--- src/spi_pin_mode_pkg.sv ---
// Purpose: shared constants for the serial peripheral pin and mode control block
// Assumes: 8-bit registers on a small word-indexed register port
// Notes: all offsets, fields and counts live here
package spi_pin_mode_pkg;
    // register offsets on the plain register port
    localparam logic [1:0] OFS_CONTROL_ONE = 2'h0;
    localparam logic [1:0] OFS_CONTROL_TWO = 2'h1;
    localparam logic [1:0] OFS_STATUS = 2'h2;
    localparam logic [1:0] OFS_DATA = 2'h3;

    // spi_control_one fields
    localparam int C1_RX_FAULT_IRQ_ENABLE = 7;
    localparam int C1_SYSTEM_ENABLE = 6;
    localparam int C1_TX_IRQ_ENABLE = 5;
    localparam int C1_CONTROLLER_SELECT = 4;
    localparam int C1_CLOCK_POLARITY = 3;
    localparam int C1_CLOCK_PHASE = 2;
    localparam int C1_SELECT_OUTPUT_ENABLE = 1;
    localparam int C1_LOW_BIT_FIRST = 0;

    // spi_control_two fields
    localparam int C2_FAULT_DETECT_ENABLE = 4;
    localparam int C2_SHARED_PIN_OUTPUT_ENABLE = 3;
    localparam int C2_WAIT_CLOCK_STOP = 1;
    localparam int C2_SINGLE_WIRE_SELECT = 0;
    localparam logic [7:0] C2_IMPLEMENTED = 8'h1B;

    // status fields
    localparam int ST_RX_BUFFER_FULL = 7;
    localparam int ST_TX_BUFFER_EMPTY = 5;
    localparam int ST_FAULT_FLAG = 4;

    localparam logic [7:0] RESET_CONTROL_ONE = 8'h04;
    localparam logic [7:0] RESET_CONTROL_TWO = 8'h00;
    localparam logic [7:0] RESET_DATA = 8'h00;

    // pin indices of the synchroniser bank
    localparam int PIN_SCK = 0;
    localparam int PIN_MOSI = 1;
    localparam int PIN_MISO = 2;
    localparam int PIN_SEL = 3;
    localparam int PIN_COUNT = 4;
    localparam logic [3:0] PIN_IDLE = 4'h8;

    // master serial clock timing
    localparam int CLK_PERIOD_PS = 25000;
    localparam int SCK_HALF_NS = 100;
    localparam int SCK_HALF_CYC = (SCK_HALF_NS * 1000) / CLK_PERIOD_PS;
    localparam logic [7:0] HALF_LAST = 8'(SCK_HALF_CYC - 1);
    // sample point past the synchroniser lag
    localparam logic [7:0] SAMPLE_LAG = 8'h02;
    localparam logic [3:0] SAMPLE_LAST = 4'h7;

    typedef enum logic {ENG_IDLE, ENG_RUN} engine_state_type;
endpackage : spi_pin_mode_pkg

--- src/spi_pin_mode_control.sv ---
// Purpose: pin routing, mode control and byte engine of a serial peripheral interface
// Assumes: power-mode inputs come from the same clock; pin inputs are asynchronous
// Notes: pins split into level, drive and enable; O_PIN_OWN steers the port mux
// Notes on behaviour
// - two-wire: controller reads MISO, target drives it
// - single-wire target: MISO is the bidirectional pin
// - single-wire controller: MISO returned to port
// - target: select pin is active-low select input
// - controller select pin: port, fault input, auto-select
// - stop modes disable; deep stop resets everything but the pin synchronisers
// - light stop halts clocks, keeps all state
// - bit 7 enables receive-full/fault interrupt request
// - disable aborts, clears receive-full, sets transmit-empty
// - bit 5 enables transmit-empty interrupt request
// - bit 4: 0 target, 1 controller
// - bit 3: clock idles low or high
// - bit 2: first edge mid or start of bit
// - bit 0: most or least significant first
// - shared pin direction set by its output enable
// - wait-stop bit halts clocks in wait mode
// - single-wire: MOSI for controller, MISO for target
// - control-two bits 7,6,5,2 read zero
// - fault enable ignored as target; 0 frees select
// - disabled interface releases all four pins
// - single-wire target: MOSI returned to port
//
// The register offsets and the address-and-strobe port are this design's own decisions.
`timescale 1ns/1ps

module spi_pin_mode_control
(
    input wire logic I_CORE_CLK, // core clock, 40 MHz
    input wire logic I_ARST_N, // asynchronous reset, active low
    input wire logic [1:0] I_ADDR, // register index
    input wire logic [7:0] I_WDATA, // write data
    input wire logic I_WR, // write strobe
    input wire logic I_RD, // read strobe
    output logic [7:0] O_RDATA, // read data, cycle after the strobe
    input wire logic I_STOP_DEEP, // deepest stop modes, powered down
    input wire logic I_STOP_LIGHT, // lightest stop mode, clocks halted
    input wire logic I_WAIT, // processor in wait mode
    input wire logic I_SCK, // serial clock pin level
    output logic O_SCK, // serial clock drive value
    output logic O_SCK_OE, // serial clock drive enable
    input wire logic I_MOSI, // MOSI pin level
    output logic O_MOSI, // MOSI drive value
    output logic O_MOSI_OE, // MOSI drive enable
    input wire logic I_MISO, // MISO pin level
    output logic O_MISO, // MISO drive value
    output logic O_MISO_OE, // MISO drive enable
    input wire logic I_SEL_N, // select pin level, active low
    output logic O_SEL_N, // select drive value, active low
    output logic O_SEL_OE, // select drive enable
    output logic [3:0] O_PIN_OWN, // pins claimed by the interface: sel, miso, mosi, sck
    output logic O_IRQ // interrupt request, level
);

    logic [7:0] control_one_q, control_two_q, tx_buf_q, rx_buf_q, tx_sh_q, rx_sh_q, hp_cnt_q;
    logic [3:0] sync1_q, sync2_q, sync3_q, pin_st_q, edge_cnt_q, samp_cnt_q;
    logic fault_q, tx_full_q, rx_full_q, out_bit_q, sck_lvl_q;
    spi_pin_mode_pkg::engine_state_type state_q;

    function automatic logic first_bit(input logic [7:0] v, input logic lsb);
        return lsb ? v[0] : v[7];
    endfunction : first_bit

    function automatic logic [7:0] shift_in(input logic [7:0] v, input logic b, input logic lsb);
        return lsb ? {b, v[7:1]} : {v[6:0], b};
    endfunction : shift_in

    logic sys_en, controller, cpol, cpha, lsb_first, sel_oe_bit, fault_en, pin_oe_bit, single_wire, halt, active;
    logic sel_low, sck_chg, m_edge, m_samp, lead, ev, sample, drive, data_in, done, fault_set, start_m, start_s;
    logic [7:0] rx_next, load_word;

    assign sys_en = control_one_q[spi_pin_mode_pkg::C1_SYSTEM_ENABLE];
    assign controller = control_one_q[spi_pin_mode_pkg::C1_CONTROLLER_SELECT];
    assign cpol = control_one_q[spi_pin_mode_pkg::C1_CLOCK_POLARITY];
    assign cpha = control_one_q[spi_pin_mode_pkg::C1_CLOCK_PHASE];
    assign lsb_first = control_one_q[spi_pin_mode_pkg::C1_LOW_BIT_FIRST];
    assign sel_oe_bit = control_one_q[spi_pin_mode_pkg::C1_SELECT_OUTPUT_ENABLE];
    assign fault_en = control_two_q[spi_pin_mode_pkg::C2_FAULT_DETECT_ENABLE];
    assign pin_oe_bit = control_two_q[spi_pin_mode_pkg::C2_SHARED_PIN_OUTPUT_ENABLE];
    assign single_wire = control_two_q[spi_pin_mode_pkg::C2_SINGLE_WIRE_SELECT];

    // clocks halted: light stop, or wait with the stop bit set
    assign halt = I_STOP_LIGHT | (I_WAIT & control_two_q[spi_pin_mode_pkg::C2_WAIT_CLOCK_STOP]);
    assign active = sys_en & ~I_STOP_DEEP & ~I_STOP_LIGHT;

    // select is always an active-low input as target, whatever fault/output enable say
    assign sel_low = ~pin_st_q[spi_pin_mode_pkg::PIN_SEL];

    // clock edge counts only once the second and third stages agree
    assign sck_chg = (sync2_q[spi_pin_mode_pkg::PIN_SCK] == sync3_q[spi_pin_mode_pkg::PIN_SCK])
        & (sync3_q[spi_pin_mode_pkg::PIN_SCK] != pin_st_q[spi_pin_mode_pkg::PIN_SCK]);

    assign m_edge = (state_q == spi_pin_mode_pkg::ENG_RUN) & controller & (hp_cnt_q == spi_pin_mode_pkg::HALF_LAST);

    // a target's leading edge leaves the idle level set by polarity
    assign lead = controller ? ~edge_cnt_q[0] : (sync3_q[spi_pin_mode_pkg::PIN_SCK] ^ cpol);
    assign ev = (state_q == spi_pin_mode_pkg::ENG_RUN) & (controller ? m_edge : (sck_chg & sel_low));

    // the far side answers our edge late and the synchroniser adds more, so sample mid half period
    assign m_samp = (state_q == spi_pin_mode_pkg::ENG_RUN) & controller & (hp_cnt_q == spi_pin_mode_pkg::SAMPLE_LAG)
        & (edge_cnt_q[0] == ~cpha) & ((edge_cnt_q != 4'h0) | (samp_cnt_q != 4'h0));
    // phase 0 samples on leading edges, phase 1 on trailing edges
    assign sample = controller ? m_samp : (ev & (lead ^ cpha));
    // phase 0 first bit is driven at load, so no drive before the first sample
    assign drive = ev & ~(lead ^ cpha) & ~(~cpha & (samp_cnt_q == 4'h0));

    assign data_in = (single_wire == controller) ? pin_st_q[spi_pin_mode_pkg::PIN_MOSI]
        : pin_st_q[spi_pin_mode_pkg::PIN_MISO];

    assign rx_next = sample ? shift_in(rx_sh_q, data_in, lsb_first) : rx_sh_q;
    assign done = sample & (samp_cnt_q == spi_pin_mode_pkg::SAMPLE_LAST);
    assign fault_set = active & controller & fault_en & ~sel_oe_bit & sel_low;
    assign start_m = (state_q == spi_pin_mode_pkg::ENG_IDLE) & active & controller & tx_full_q & ~fault_q;
    assign start_s = active & ~controller & sel_low & ((state_q == spi_pin_mode_pkg::ENG_IDLE) | done);
    // a target with nothing queued resends whatever is left in the shifter
    assign load_word = tx_full_q ? tx_buf_q : tx_sh_q;

    always_ff @(posedge I_CORE_CLK or negedge I_ARST_N)
    begin
        if (!I_ARST_N)
        begin
            control_one_q <= spi_pin_mode_pkg::RESET_CONTROL_ONE;
            control_two_q <= spi_pin_mode_pkg::RESET_CONTROL_TWO;
        end
        else if (I_STOP_DEEP)
        begin
            control_one_q <= spi_pin_mode_pkg::RESET_CONTROL_ONE;
            control_two_q <= spi_pin_mode_pkg::RESET_CONTROL_TWO;
        end
        else if (I_WR)
        begin
            if (I_ADDR == spi_pin_mode_pkg::OFS_CONTROL_ONE)
            begin
                control_one_q <= I_WDATA;
            end
            if (I_ADDR == spi_pin_mode_pkg::OFS_CONTROL_TWO)
            begin
                control_two_q <= I_WDATA & spi_pin_mode_pkg::C2_IMPLEMENTED;
            end
        end
    end

    // fault flag: a new fault wins over the clearing write
    always_ff @(posedge I_CORE_CLK or negedge I_ARST_N)
    begin
        if (!I_ARST_N)
        begin
            fault_q <= 1'b0;
        end
        else if (I_STOP_DEEP)
        begin
            fault_q <= 1'b0;
        end
        else if (fault_set && !halt)
        begin
            fault_q <= 1'b1;
        end
        else if (I_WR && I_ADDR == spi_pin_mode_pkg::OFS_CONTROL_ONE)
        begin
            fault_q <= 1'b0;
        end
    end

    // three-stage synchronisers; only the second stage reads the first
    for (genvar g = 0; g < spi_pin_mode_pkg::PIN_COUNT; g++)
    begin : g_sync
        always_ff @(posedge I_CORE_CLK or negedge I_ARST_N)
        begin
            if (!I_ARST_N)
            begin
                sync1_q[g] <= spi_pin_mode_pkg::PIN_IDLE[g];
                sync2_q[g] <= spi_pin_mode_pkg::PIN_IDLE[g];
                sync3_q[g] <= spi_pin_mode_pkg::PIN_IDLE[g];
                pin_st_q[g] <= spi_pin_mode_pkg::PIN_IDLE[g];
            end
            else
            begin
                sync1_q[g] <= (g == spi_pin_mode_pkg::PIN_SCK) ? I_SCK
                    : (g == spi_pin_mode_pkg::PIN_MOSI) ? I_MOSI
                    : (g == spi_pin_mode_pkg::PIN_MISO) ? I_MISO : I_SEL_N;
                sync2_q[g] <= sync1_q[g];
                sync3_q[g] <= sync2_q[g];
                if (sync2_q[g] == sync3_q[g])
                begin
                    pin_st_q[g] <= sync3_q[g];
                end
            end
        end
    end

    // byte engine, data buffers and transfer flags
    always_ff @(posedge I_CORE_CLK or negedge I_ARST_N)
    begin
        if (!I_ARST_N)
        begin
            state_q <= spi_pin_mode_pkg::ENG_IDLE;
            tx_buf_q <= spi_pin_mode_pkg::RESET_DATA;
            tx_full_q <= 1'b0;
            rx_buf_q <= spi_pin_mode_pkg::RESET_DATA;
            rx_full_q <= 1'b0;
            tx_sh_q <= spi_pin_mode_pkg::RESET_DATA;
            rx_sh_q <= spi_pin_mode_pkg::RESET_DATA;
            out_bit_q <= 1'b0;
            hp_cnt_q <= 8'h00;
            edge_cnt_q <= 4'h0;
            samp_cnt_q <= 4'h0;
            sck_lvl_q <= 1'b0;
        end
        else if (I_STOP_DEEP || !sys_en)
        begin
            // abort, reinitialise, receive not full, transmit empty
            state_q <= spi_pin_mode_pkg::ENG_IDLE;
            tx_full_q <= 1'b0;
            rx_full_q <= 1'b0;
            hp_cnt_q <= 8'h00;
            edge_cnt_q <= 4'h0;
            samp_cnt_q <= 4'h0;
            sck_lvl_q <= cpol;
            if (I_STOP_DEEP)
            begin
                tx_buf_q <= spi_pin_mode_pkg::RESET_DATA;
                rx_buf_q <= spi_pin_mode_pkg::RESET_DATA;
                tx_sh_q <= spi_pin_mode_pkg::RESET_DATA;
                rx_sh_q <= spi_pin_mode_pkg::RESET_DATA;
                out_bit_q <= 1'b0;
            end
        end
        else
        begin
            // writes while the buffer holds a byte are dropped
            if (I_WR && I_ADDR == spi_pin_mode_pkg::OFS_DATA && !tx_full_q)
            begin
                tx_buf_q <= I_WDATA;
                tx_full_q <= 1'b1;
            end
            if (I_RD && I_ADDR == spi_pin_mode_pkg::OFS_DATA)
            begin
                rx_full_q <= 1'b0;
            end
            if (!halt)
            begin
                unique case (state_q)
                    spi_pin_mode_pkg::ENG_IDLE:
                    begin
                        sck_lvl_q <= cpol;
                        hp_cnt_q <= 8'h00;
                        edge_cnt_q <= 4'h0;
                        samp_cnt_q <= 4'h0;
                    end
                    spi_pin_mode_pkg::ENG_RUN:
                    begin
                        if (controller)
                        begin
                            hp_cnt_q <= m_edge ? 8'h00 : hp_cnt_q + 8'h01;
                        end
                        if (m_edge)
                        begin
                            sck_lvl_q <= ~sck_lvl_q;
                            edge_cnt_q <= edge_cnt_q + 4'h1;
                        end
                        if (sample)
                        begin
                            rx_sh_q <= rx_next;
                            samp_cnt_q <= samp_cnt_q + 4'h1;
                        end
                        if (drive)
                        begin
                            out_bit_q <= first_bit(tx_sh_q, lsb_first);
                            tx_sh_q <= shift_in(tx_sh_q, 1'b0, lsb_first);
                        end
                        if (done)
                        begin
                            rx_buf_q <= rx_next;
                            rx_full_q <= 1'b1;
                            samp_cnt_q <= 4'h0;
                            edge_cnt_q <= 4'h0;
                            state_q <= spi_pin_mode_pkg::ENG_IDLE;
                        end
                        if ((!controller && !sel_low) || fault_set)
                        begin
                            state_q <= spi_pin_mode_pkg::ENG_IDLE;
                        end
                    end
                endcase
                if (start_m || start_s)
                begin
                    state_q <= spi_pin_mode_pkg::ENG_RUN;
                    tx_full_q <= 1'b0;
                    if (!cpha)
                    begin
                        // phase 0: first bit must stand before the first edge
                        out_bit_q <= first_bit(load_word, lsb_first);
                        tx_sh_q <= shift_in(load_word, 1'b0, lsb_first);
                    end
                    else
                    begin
                        tx_sh_q <= load_word;
                    end
                end
            end
        end
    end

    always_ff @(posedge I_CORE_CLK or negedge I_ARST_N)
    begin
        if (!I_ARST_N)
        begin
            O_RDATA <= 8'h00;
        end
        else if (I_RD)
        begin
            unique case (I_ADDR)
                spi_pin_mode_pkg::OFS_CONTROL_ONE: O_RDATA <= control_one_q;
                spi_pin_mode_pkg::OFS_CONTROL_TWO: O_RDATA <= control_two_q;
                spi_pin_mode_pkg::OFS_STATUS:
                begin
                    O_RDATA <= 8'h00;
                    O_RDATA[spi_pin_mode_pkg::ST_RX_BUFFER_FULL] <= rx_full_q;
                    O_RDATA[spi_pin_mode_pkg::ST_TX_BUFFER_EMPTY] <= ~tx_full_q;
                    O_RDATA[spi_pin_mode_pkg::ST_FAULT_FLAG] <= fault_q;
                end
                spi_pin_mode_pkg::OFS_DATA: O_RDATA <= rx_buf_q;
            endcase
        end
        else
        begin
            O_RDATA <= 8'h00;
        end
    end

    always_ff @(posedge I_CORE_CLK or negedge I_ARST_N)
    begin
        if (!I_ARST_N)
        begin
            O_IRQ <= 1'b0;
        end
        else
        begin
            O_IRQ <= (control_one_q[spi_pin_mode_pkg::C1_RX_FAULT_IRQ_ENABLE] & (rx_full_q | fault_q))
                | (control_one_q[spi_pin_mode_pkg::C1_TX_IRQ_ENABLE] & ~tx_full_q);
        end
    end

    // pin routing; all pins released while the interface is not active
    always_ff @(posedge I_CORE_CLK or negedge I_ARST_N)
    begin
        if (!I_ARST_N)
        begin
            O_SCK <= 1'b0;
            O_SCK_OE <= 1'b0;
            O_MOSI <= 1'b0;
            O_MOSI_OE <= 1'b0;
            O_MISO <= 1'b0;
            O_MISO_OE <= 1'b0;
            O_SEL_N <= 1'b1;
            O_SEL_OE <= 1'b0;
            O_PIN_OWN <= 4'h0;
        end
        else
        begin
            O_SCK <= sck_lvl_q;
            O_MOSI <= out_bit_q;
            O_MISO <= out_bit_q;
            // auto-select low only while a byte is moving
            O_SEL_N <= ~(state_q == spi_pin_mode_pkg::ENG_RUN);
            O_SCK_OE <= active & controller;
            O_PIN_OWN[spi_pin_mode_pkg::PIN_SCK] <= active;
            O_PIN_OWN[spi_pin_mode_pkg::PIN_MOSI] <= active & ~(single_wire & ~controller);
            O_PIN_OWN[spi_pin_mode_pkg::PIN_MISO] <= active & ~(single_wire & controller);
            O_PIN_OWN[spi_pin_mode_pkg::PIN_SEL] <= active & (~controller | fault_en);
            // shared-pin enable only counts in single-wire mode
            O_MOSI_OE <= active & controller & (~single_wire | pin_oe_bit);
            // a target drives only while selected, so several can share MISO
            O_MISO_OE <= active & ~controller & sel_low & (~single_wire | pin_oe_bit);
            O_SEL_OE <= active & controller & fault_en & sel_oe_bit;
        end
    end

endmodule : spi_pin_mode_control

--- config.mk ---
export PLATFORM = sky130hd
export DESIGN_NAME = spi_pin_mode_control
export DESIGN_NICKNAME = d
export VERILOG_FILES = /design/src/spi_pin_mode_pkg.sv /design/src/spi_pin_mode_control.sv
export SDC_FILE = /design/constraint.sdc
export NUM_CORES = 1
export LEC_CHECK = 0
export BUFFER_PORTS_ARGS = -buffer_cell sky130_fd_sc_hd__buf_4
export CORE_ASPECT_RATIO = 1.5
export CORE_MARGIN = 1
export CORE_UTILIZATION = 64
export DETAILED_ROUTE_END_ITERATION = 10
export GPL_TIMING_DRIVEN = 0
export PLACE_DENSITY_LB_ADDON = 0.3
export SLEW_MARGIN = 20
export SYNTH_ARGS = -nofsm -noshare
export SYNTH_HDL_FRONTEND = slang
export SYNTH_SLANG_ARGS = --single-unit
--- constraint.sdc ---
create_clock -name I_CORE_CLK -period 4.77 [get_ports I_CORE_CLK]
set_input_delay 0.2385 -clock I_CORE_CLK [delete_from_list [all_inputs] [get_ports I_CORE_CLK]]
set_output_delay 0.2385 -clock I_CORE_CLK [all_outputs]
set_load 0.01 [all_outputs]
==> run_results.csv, run 1 <==
group,metric,value,unit
clock_network,clockBufferDepth,2,
yosys,synthArstFlopShare,100.0,%
die,fp.dieH,111.9,µm
timing,skew,0.008415,ns
detailed_routing,viasPerCell,6.409,
timing,max_freq,371.7,MHz
clock_network,post_cts_resized,0,
die,rows,39,
power,ir_worst_vdd,312.5,µV
yosys,syn-instance-count,475,
yosys,netlist_area,0.005151,mm²
detailed_routing,drc,0,
timing,maxSlewViolCount,0,
placed_design,pre_cts_ws,2.113,ns
clock_network,clkSinkCount,102,
detailed_routing,wirelength,12710,µm
yosys,synth_nets,504,
critical_path,path_delay_family,"simple AND/OR/NAND/NOR gates",
global_routing,grt_pass1_vias,4222,
yosys,synth_warnings,0,
critical_path,crit_path_end_kind,"register",
critical_path,cp.arrival,2.92,ns
job,max_cap_viol_count,0,
yosys,synth_cell_type_count,62,
global_routing,grt_pass1_wl,21310,µm
timing,max_slew.worst_pin.slew,0.9159,ns
final_layout,fill_cells,514,
detailed_routing,drtIter0Drc,316,
critical_path,critical_path.cell_chain,"inv_1 -> ha_1 -> or3b_2 -> nor4b_1 -> nor3_1 -> o31ai_1 -> nand3b_1 -> o21ai_0",
clock_network,postCtsHoldBufs,4,
clock_network,cts_tree,"built",
detailed_routing,final_antenna_net_count,0,
clock_network,htreeDepth,3,
timing,period_needed,2.690,ns
final_layout,final_area,0.005942,mm²
critical_path,critPathRequiredTime,5.00,ns
die,initial_core_util,66.81,%
final_layout,nNetsFinal,558,
timing,hold_viol,12,
die,fp.dieW,75.25,µm
yosys,synth_top_flop_cell,"dfrtp_1",
clock_network,post_cts_buffers,0,
status,status,"finished with violations",
die,die_area,0.008419,mm²
timing,hold_slack,-0.03650,ns
yosys,synth_edf_count,0,
hold_path,hold_class,"in -> async",
detailed_routing,dr_total_vias,4076,
timing,setup_slack,2.080,ns
die,io_pins,42,
critical_path,worstPathMaxFanout,6,
status,violations,"negative hold slack",
clock_network,clk_pin_slew,0.07,ns
global_routing,grt_max_degree,103,
timing,setup_tns,0,ns
power,p_leak,0.002710,µW
clock_network,worstSkewPairLatency,0.35,ns
critical_path,crit_path_start_kind,"register",
placed_design,dpl-instance-area,0.005575,mm²
detailed_routing,wire_per_inst,19.99,µm
power,power.total,1816,µW
timing,setup_viol,0,
critical_path,crit_cells,8,
power,p_per_area,305.7,mW/mm²
placed_design,gp_congestion,0.9035,
critical_path,worst_path_max_delay_cell,"o31ai_1",
critical_path,timing.critical_path.buf_inv,1,
placed_design,hpwl,8710,µm
yosys,synth_area_per_cell,10.84,µm²
global_routing,grt-ovfl-total,0,
clock_network,cts_root_buf,"clkbuf_16",
critical_path,reg2reg_depth,8,
yosys,ys_seq_elements,102,
timing,period_share,56.40,%
global_routing,grt.total_usage,34.53,%
critical_path,critPathKind,"reg -> reg",
placed_design,io_buffers,39,
die,core-area,0.007710,mm²
clock_network,cts_buffers,9,
global_routing,antenna_found_initial,0,
detailed_routing,drt_first_pass_iters,5,
final_layout,n_antenna_cell,0,
final_layout,drive_gt1_share,22.47,%
yosys,yosysSeqAreaShare,49.70,%
final_layout,area_growth,15.35,%
timing,slew_headroom,38.94,%
critical_path,cpPeakStageDelay,0.60,ns
timing,rsz0062_at_grt,"false",
==> power breakdown <==
group / internal, µW / switching (µW) / total [µW]
Combinational: 47.7 / 73.1 / 121
Sequential: 881 / 13.6 / 895
Clock: 475 / 325 / 800
==> synthesized netlist by cell type (3+ instances only) <==
cell / n / share of area (%)
dfrtp_1: 96 / 47
nand2_1: 58 / 4.2
nor2_1: 38 / 2.8
o21ai_0: 29 / 2.8
mux2_2: 21 / 4.6
a21oi_1: 18 / 1.7
a22o_1: 16 / 2.7
inv_1: 16 / 1.2
mux2i_1: 15 / 2.9
clkbuf_1: 11 / 0.80
buf_2: 9 / 0.87
mux2_4: 9 / 2.6
ha_1: 8 / 1.9
and2_1: 7 / 0.85
nor2b_1: 7 / 0.85
a22oi_1: 6 / 0.87
a32o_1: 6 / 1.2
dfstp_2: 6 / 3.1
nand4_1: 6 / 0.73
xor2_1: 6 / 1.0
and3_1: 5 / 0.61
mux4_2: 5 / 2.2
nand3b_1: 5 / 0.73
a31oi_1: 4 / 0.49
a41oi_1: 4 / 0.68
maj3_1: 4 / 0.78
nand2b_1: 4 / 0.49
nand3_1: 4 / 0.39
nor3_1: 4 / 0.39
nor3b_1: 3 / 0.44
==> cells in the final DEF, fill, tap and decap left out, types with 3 or more instances in the layout <==
cell            n
dfstp_2         6
dfrtp_1        96
mux2_4          9
nor3b_1         3
nand3b_1        5
nand2b_1        4
a32o_1          6
and3_1          5
a31oi_1         4
nand4_1         6
mux4_2          5
inv_1          16
and2_1          7
nor2b_1         7
buf_2           9
a21oi_1        18
clkbuf_16       9
a22oi_1         6
ha_1            8
dlygate4sd3_1   4
nor2_1         38
o21ai_0        29
mux2i_1        15
maj3_1          4
buf_4          39
nand2_1        58
clkbuf_1       12
nor3_1          4
a22o_1         16
a41oi_1         4
mux2_2         21
nand3_1         4
xor2_1          6
==> logic make-up after synthesis <==
family	count (synthesis)	share of synthesized area, %
DFF	102	49.70
adders and majority gates	12	2.721
and+or+nand+nor	152	14.36
muxes	50	12.31
buffers and inverters	38	3.060
AOI/OAI and AO/OA	112	15.96
xor gates and xnor gates	9	1.895
==> metal layers <==
metal / track usage (%) / share of wire [%]
met1: 41.56 / 37
met2: 53.27 / 52
met3: 10.86 / 6.3
met4: 20.74 / 5.0
met5: 0 / 0
==> sequential cells by signal, summed over array words and instances (netlist names), 4 cells and up <==
name           flops
tx_buf_q           8
samp_cnt_q         4
rx_sh_q            8
hp_cnt_q           8
control_one_q      8
O_PIN_OWN          4
pin_st_q           4
sync1_q            4
tx_sh_q            8
edge_cnt_q         4
sync2_q            4
O_RDATA            8
rx_buf_q           8
sync3_q            4
control_two_q      4
==> worst reg2reg max path, stage by stage, from the launching register on <==
cell,delay (ns)
dfrtp_1,0.44
inv_1,0.08
ha_1,0.13
or3b_2,0.48
nor4b_1,0.34
nor3_1,0.20
o31ai_1,0.60
nand3b_1,0.20
o21ai_0,0.08
==> layout make-up <==
cell class,instances,area (µm²),area share [%]
repair buffers,43,336.6,5.664
clock buffers,11,242.7,4.085
well taps,102,127.6,2.148
clock inverters,5,83.83,1.411
flip-flops and latches,102,2560,43.08
inverters,16,60.06,1.011
plain buffers,22,97.59,1.642
multi-input cells,335,2434,40.96
==> per-stage QoR <==
| step | instances | utilization [%] |
|---|---|---|
| after CTS | 636 | 77.07 |
| after global placement | 616 | 72.27 |
| after detailed placement | 616 | 72.31 |
| after floorplan | 475 | - |
| after global routing | 636 | 77.07 |
| final | 636 | 77.07 |
==> worst paths after layout <==
path | startpoint | slack [ns] | to
setup reg to reg | samp_cnt_q[0] | 2.08 | samp_cnt_q[0]
hold reg to reg | sync1_q[0] | 0.35 | sync2_q[0]
min in group I_CORE_CLK | I_WDATA[7] | 0.11 | tx_buf_q[7]
setup / recovery | samp_cnt_q[0] | 2.08 | samp_cnt_q[0]
hold / removal | I_ARST_N | -0.04 | tx_sh_q[4]
max in group asynchronous | I_ARST_N | 4.16 | rx_sh_q[6]
Power figures use the tool's default switching activity.
==> run 2, diff against run 1 <==
- CORE_UTILIZATION: 64 -> 60
- clock period: 4.77 -> 2.6 ns (I/O delays scaled with it)
==> run 2 against run 1 <==
Net effect: the run now ends clean; core utilization decreased by 5.2 points; combinational power increased by 85%; first-iteration DRC count increased by 12%; final cell count increased by 1.7%; via count decreased by 2.0%; sequential cell count unchanged; worst hold slack improved by 0.037 ns; sequential power increased by 83%; critical path depth unchanged; sequential share of layout area decreased by 0.47 points; largest power group unchanged.
==> run_results.csv, run 2 (synthesis gave the netlist of run 1 again) <==
group,metric,value,unit
global_routing,grt_max_degree,103,
timing,period_needed,2.492,ns
status,status,"finished clean",
detailed_routing,wl_met3,557,µm
power,ir_worst_vdd,448.1,µV
detailed_routing,final_antenna_net_count,0,
detailed_routing,drc,0,
timing,max_slew.worst_pin.slew,0.9043,ns
die,rows,41,
detailed_routing,wl_met2,6544,µm
timing,skew,0.01240,ns
placed_design,dpl-instance-area,0.005582,mm²
hold_path,hold_class,"in -> reg",
die,initial_core_util,61.60,%
final_layout,final_area,0.006007,mm²
timing,max_freq,401.3,MHz
timing,period_share,95.83,%
critical_path,r2r-start,"samp_cnt_q[0]",
critical_path,crit_start,"samp_cnt_q[0]",
placed_design,hpwl,8676,µm
critical_path,crit_path_end_kind,"register",
clock_network,clockBufferDepth,2,
clock_network,htreeDepth,3,
critical_path,worstPathMaxFanout,6,
global_routing,grt.total_usage,30.30,%
clock_network,cts_root_buf,"clkbuf_16",
detailed_routing,viasPerCell,6.175,
final_layout,nNetsFinal,564,
global_routing,grt-ovfl-total,0,
critical_path,reg2reg_depth,8,
detailed_routing,met1Wirelength,4825,µm
detailed_routing,wirelength,12530,µm
critical_path,critPathRequiredTime,2.87,ns
detailed_routing,wire_per_inst,19.37,µm
critical_path,r2r_end,"rx_buf_q[6]",
die,io_pins,42,
detailed_routing,drt_first_pass_iters,6,
final_layout,drive_gt1_share,23.89,%
power,p_leak,0.002753,µW
power,p_per_area,541.1,mW/mm²
placed_design,io_buffers,39,
hold_path,min_from,"I_WDATA[0]",
detailed_routing,dr_total_vias,3995,
detailed_routing,maxUsedRoutingLayer,"met4",
hold_path,hold_end,"tx_buf_q[0]",
job,max_cap_viol_count,0,
timing,maxSlewViolCount,0,
global_routing,grt_pass1_vias,4036,
critical_path,crit_path_start_kind,"register",
die,core-area,0.008362,mm²
critical_path,cp.arrival,2.76,ns
clock_network,cts_tree,"built",
timing,rsz0062_at_grt,"false",
critical_path,rrSetupSlack,0.11,ns
timing,setup_viol,0,
die,die_area,0.008968,mm²
final_layout,area_growth,16.61,%
die,fp.dieW,77.66,µm
clock_network,worstSkewPairLatency,0.36,ns
global_routing,grt_pass1_wl,20420,µm
clock_network,cts_buffers,9,
timing,hold_viol,0,
timing,setup_slack,0.1084,ns
final_layout,most-common-layout-cells,"96 x dfrtp_1, 58 x nand2_1, 44 x buf_4",
hold_path,min_path_cells,3,
die,fp.dieH,115.5,µm
global_routing,antenna_found_initial,0,
placed_design,gp_congestion,0.9194,
detailed_routing,drtIter0Drc,355,
final_layout,n_antenna_cell,0,
clock_network,clk_pin_slew,0.08,ns
placed_design,pre_cts_ws,-0.1717,ns
clock_network,clkSinkCount,102,
final_layout,layout_commonest_cell,"dfrtp_1",
critical_path,critPathKind,"reg -> reg",
timing,slew_headroom,39.71,%
==> run 2: metrics by stage <==
stage | total power, µW | hold WS, ns | util (%) | setup TNS, ns | instances
finish | 3250 | 0.0006843 | 71.84 | 0 | 647
global route | 3345 | 0.01335 | 71.84 | 0 | 647
CTS | 3262 | 0.003489 | 71.58 | 0 | 646
detailed placement | 1883 | 0.2412 | 66.75 | -1.758 | 621
global placement | 1876 | 0.2384 | 66.71 | -0.07458 | 621
floorplan | 1781 | -0.1656 | - | 0 | 475
==> run 2: worst max-delay path by stage <==
stage	end	slack, ns
finish	rx_buf_q[6]	0.11
CTS	rx_sh_q[5]	0.03
global placement	samp_cnt_q[0]	-0.04
detailed placement	samp_cnt_q[0]	-0.17
global route	rx_buf_q[2]	0.03
floorplan	rx_buf_q[4]	0.35
==> run 2: repair_timing <==
item,CTS,global route
cloned,0,0
pin swaps,1,0
endpoints found under the hold margin,101,0
gates resized for setup,2,2
buffers inserted,4,1
hold buffers,6,0
endpoints found under the setup margin,23,21
==> run 2: power by group <==
group	internal (µW)	leakage, µW	switching (µW)	total [µW]
logic	89.3	0.00124	134	224
registers	1620	0.00137	23.7	1640
clock network	778	0.000145	608	1390
total	2480	0.00275	766	3250
==> run 2: final cells by class <==
| type | instances | area, µm² |
|---|---|---|
| multi-input combinational | 335 | 2459 |
| buffer | 21 | 93.84 |
| clock buffer | 10 | 239.0 |
| clock inverter | 6 | 67.56 |
| sequential | 102 | 2560 |
| tap | 107 | 133.9 |
| fill | 586 | 2355 |
| inverter | 16 | 60.06 |
| timing repair buffer | 50 | 394.1 |
==> run 2: worst max-delay path, cell delays in order, from the launching register on <==
cell	delay, ns
dfrtp_1	0.44
inv_1	0.08
ha_1	0.13
or3b_2	0.51
nor4b_4	0.32
nor3_2	0.14
o211a_1	0.31
a21oi_2	0.31
o2bb2ai_1	0.17
==> run 2: metal layers <==
metal	track usage (%)	up-vias
li1	-	1827
met1	35.06	1969
met2	52.09	151
met3	5.984	48
met4	18.24	0
met5	0	-
==> run 3, diff against run 2 <==
- CORE_ASPECT_RATIO: 1.5 -> 1.1
==> run 3 against run 2 <==
Net effect: via count grew 0.18%; final cell count grew 1.4%; wire length shrank 3.0%; critical endpoint is now rx_buf_q[4].
==> run_results.csv, run 3 (synthesis gave the netlist of run 1 again) <==
group,metric,value,unit
global_routing,grt-ovfl-total,0,
clock_network,clockBufferDepth,2,
critical_path,reg2reg_depth,8,
timing,hold_viol,0,
timing,setup_viol,0,
timing,skew,0.009234,ns
power,ir_worst_vdd,287.3,µV
power,p_leak,0.002739,µW
timing,setup_tns,0,ns
critical_path,crit_path_end_kind,"register",
global_routing,use_met2,46.80,%
die,fp.dieW,90.35,µm
clock_network,clk_pin_slew,0.10,ns
critical_path,critPathKind,"reg -> reg",
placed_design,hpwl,8373,µm
detailed_routing,drtIter0Drc,276,
detailed_routing,wirelength,12160,µm
timing,period_share,96.20,%
detailed_routing,final_antenna_net_count,0,
clock_network,worstSkewPairLatency,0.38,ns
detailed_routing,drt_first_pass_iters,5,
die,initial_core_util,61.59,%
timing,max_freq,399.8,MHz
detailed_routing,viasPerCell,6.101,
final_layout,most-common-layout-cells,"96 x dfrtp_1, 58 x nand2_1, 43 x buf_4",
final_layout,nNetsFinal,569,
die,rows,35,
global_routing,use_met1,36.16,%
die,io_pins,42,
global_routing,grt_pass1_wl,19980,µm
global_routing,top_usage_layer,"met2",
clock_network,cts_root_buf,"clkbuf_8",
timing,maxSlewViolCount,0,
hold_path,hold_end,"O_RDATA[1]",
placed_design,pre_cts_ws,-0.1166,ns
global_routing,grt_pass1_vias,4105,
timing,setup_slack,0.09869,ns
placed_design,gp_congestion,0.8678,
detailed_routing,wire_per_inst,18.54,µm
power,p_per_area,472.1,mW/mm²
final_layout,area_growth,15.81,%
critical_path,crit_path_start_kind,"register",
clock_network,cts_buffers,9,
critical_path,r2r-start,"samp_cnt_q[0]",
timing,slew_headroom,40.79,%
global_routing,use_met3,5.199,%
detailed_routing,drc,0,
timing,max_slew.worst_pin.slew,0.8881,ns
clock_network,cts_tree,"built",
critical_path,rrSetupSlack,0.1,ns
detailed_routing,dr_total_vias,4002,
die,fp.dieH,99.18,µm
hold_path,min_path_cells,2,
hold_path,hold_class,"in -> reg",
critical_path,worstPathMaxFanout,10,
global_routing,grt.total_usage,28.29,%
job,max_cap_viol_count,0,
hold_path,min_from,"I_RD",
die,die_area,0.008960,mm²
placed_design,io_buffers,39,
final_layout,final_area,0.005966,mm²
status,status,"finished clean",
final_layout,n_antenna_cell,0,
final_layout,fin_util,71.32,%
global_routing,antenna_found_initial,0,
die,core-area,0.008364,mm²
critical_path,r2r_end,"rx_buf_q[4]",
clock_network,htreeDepth,3,
final_layout,drive_gt1_share,23.67,%
placed_design,dpl-instance-area,0.005587,mm²
final_layout,layout_commonest_cell,"dfrtp_1",
timing,rsz0062_at_grt,"false",
timing,period_needed,2.501,ns
critical_path,cp.arrival,2.77,ns
critical_path,critPathRequiredTime,2.87,ns
clock_network,clkSinkCount,102,
global_routing,grt_max_degree,103,
==> run 3: timing repair <==
item / in CTS / in global routing
cloned: 0 / 0
hold buffers: 11 / 0
setup endpoints to repair: 7 / 26
hold endpoints to repair: 109 / 0
gates resized for setup: 2 / 9
buffers inserted: 3 / 1
pin swaps: 1 / 1
==> run 3: critical path, cell delays in order, from the launching register on <==
cell and delay (ns):
dfrtp_1 0.43, inv_1 0.08, ha_1 0.14, or3b_2 0.52, nor4b_4 0.38, nor3_4 0.13, o211a_4 0.27, clkbuf_4 0.19
a32o_1 0.25
==> run 3: stage by stage <==
| step | power (µW) | hold slack (ns) | cells |
|---|---|---|---|
| detailed placement | 1882 | 0.2395 | 625 |
| global placement | 1875 | 0.2396 | 625 |
| finish | 2817 | 0.008943 | 656 |
| floorplan | 1781 | -0.1656 | 475 |
| global route | 2913 | 0.01140 | 656 |
| CTS | 2822 | 0.003250 | 655 |
==> run 3: layout make-up <==
cell class | count | area, µm²
fillers | 601 | 2399
plain buffers | 22 | 101.3
clock inverters | 6 | 52.55
clock buffers | 10 | 127.6
flip-flops and latches | 102 | 2560
multi-input cells | 335 | 2489
repair buffers | 54 | 436.7
inverters | 16 | 60.06
well taps | 111 | 138.9
==> run 3: power breakdown <==
group | internal, µW | total [µW] | leakage, µW | switching, µW
Combinational | 94.6 | 227 | 0.00128 | 132
Clock | 364 | 949 | 0.0000854 | 585
Sequential | 1620 | 1640 | 0.00137 | 24.4
==> run 3: worst max-delay path by stage <==
stage / start / endpoint / slack, ns
3_3_place_gp: samp_cnt_q[0] / samp_cnt_q[0] / 0.007
3_5_place_dp: samp_cnt_q[0] / samp_cnt_q[3] / -0.12
6_report: samp_cnt_q[0] / rx_buf_q[4] / 0.1
4_1_cts: samp_cnt_q[0] / rx_buf_q[4] / 0.007
2_1_floorplan: samp_cnt_q[0] / rx_buf_q[4] / 0.35
5_1_grt: samp_cnt_q[0] / state_q / 0.003
==> run 3: metal layers <==
metal	share of wire, %	vias to the layer above	wire length [µm]
met3	5.8	43	710
li1	-	1833	-
met1	41	1978	4980
met2	50	148	6024
met4	3.7	0	447
met5	0	-	0
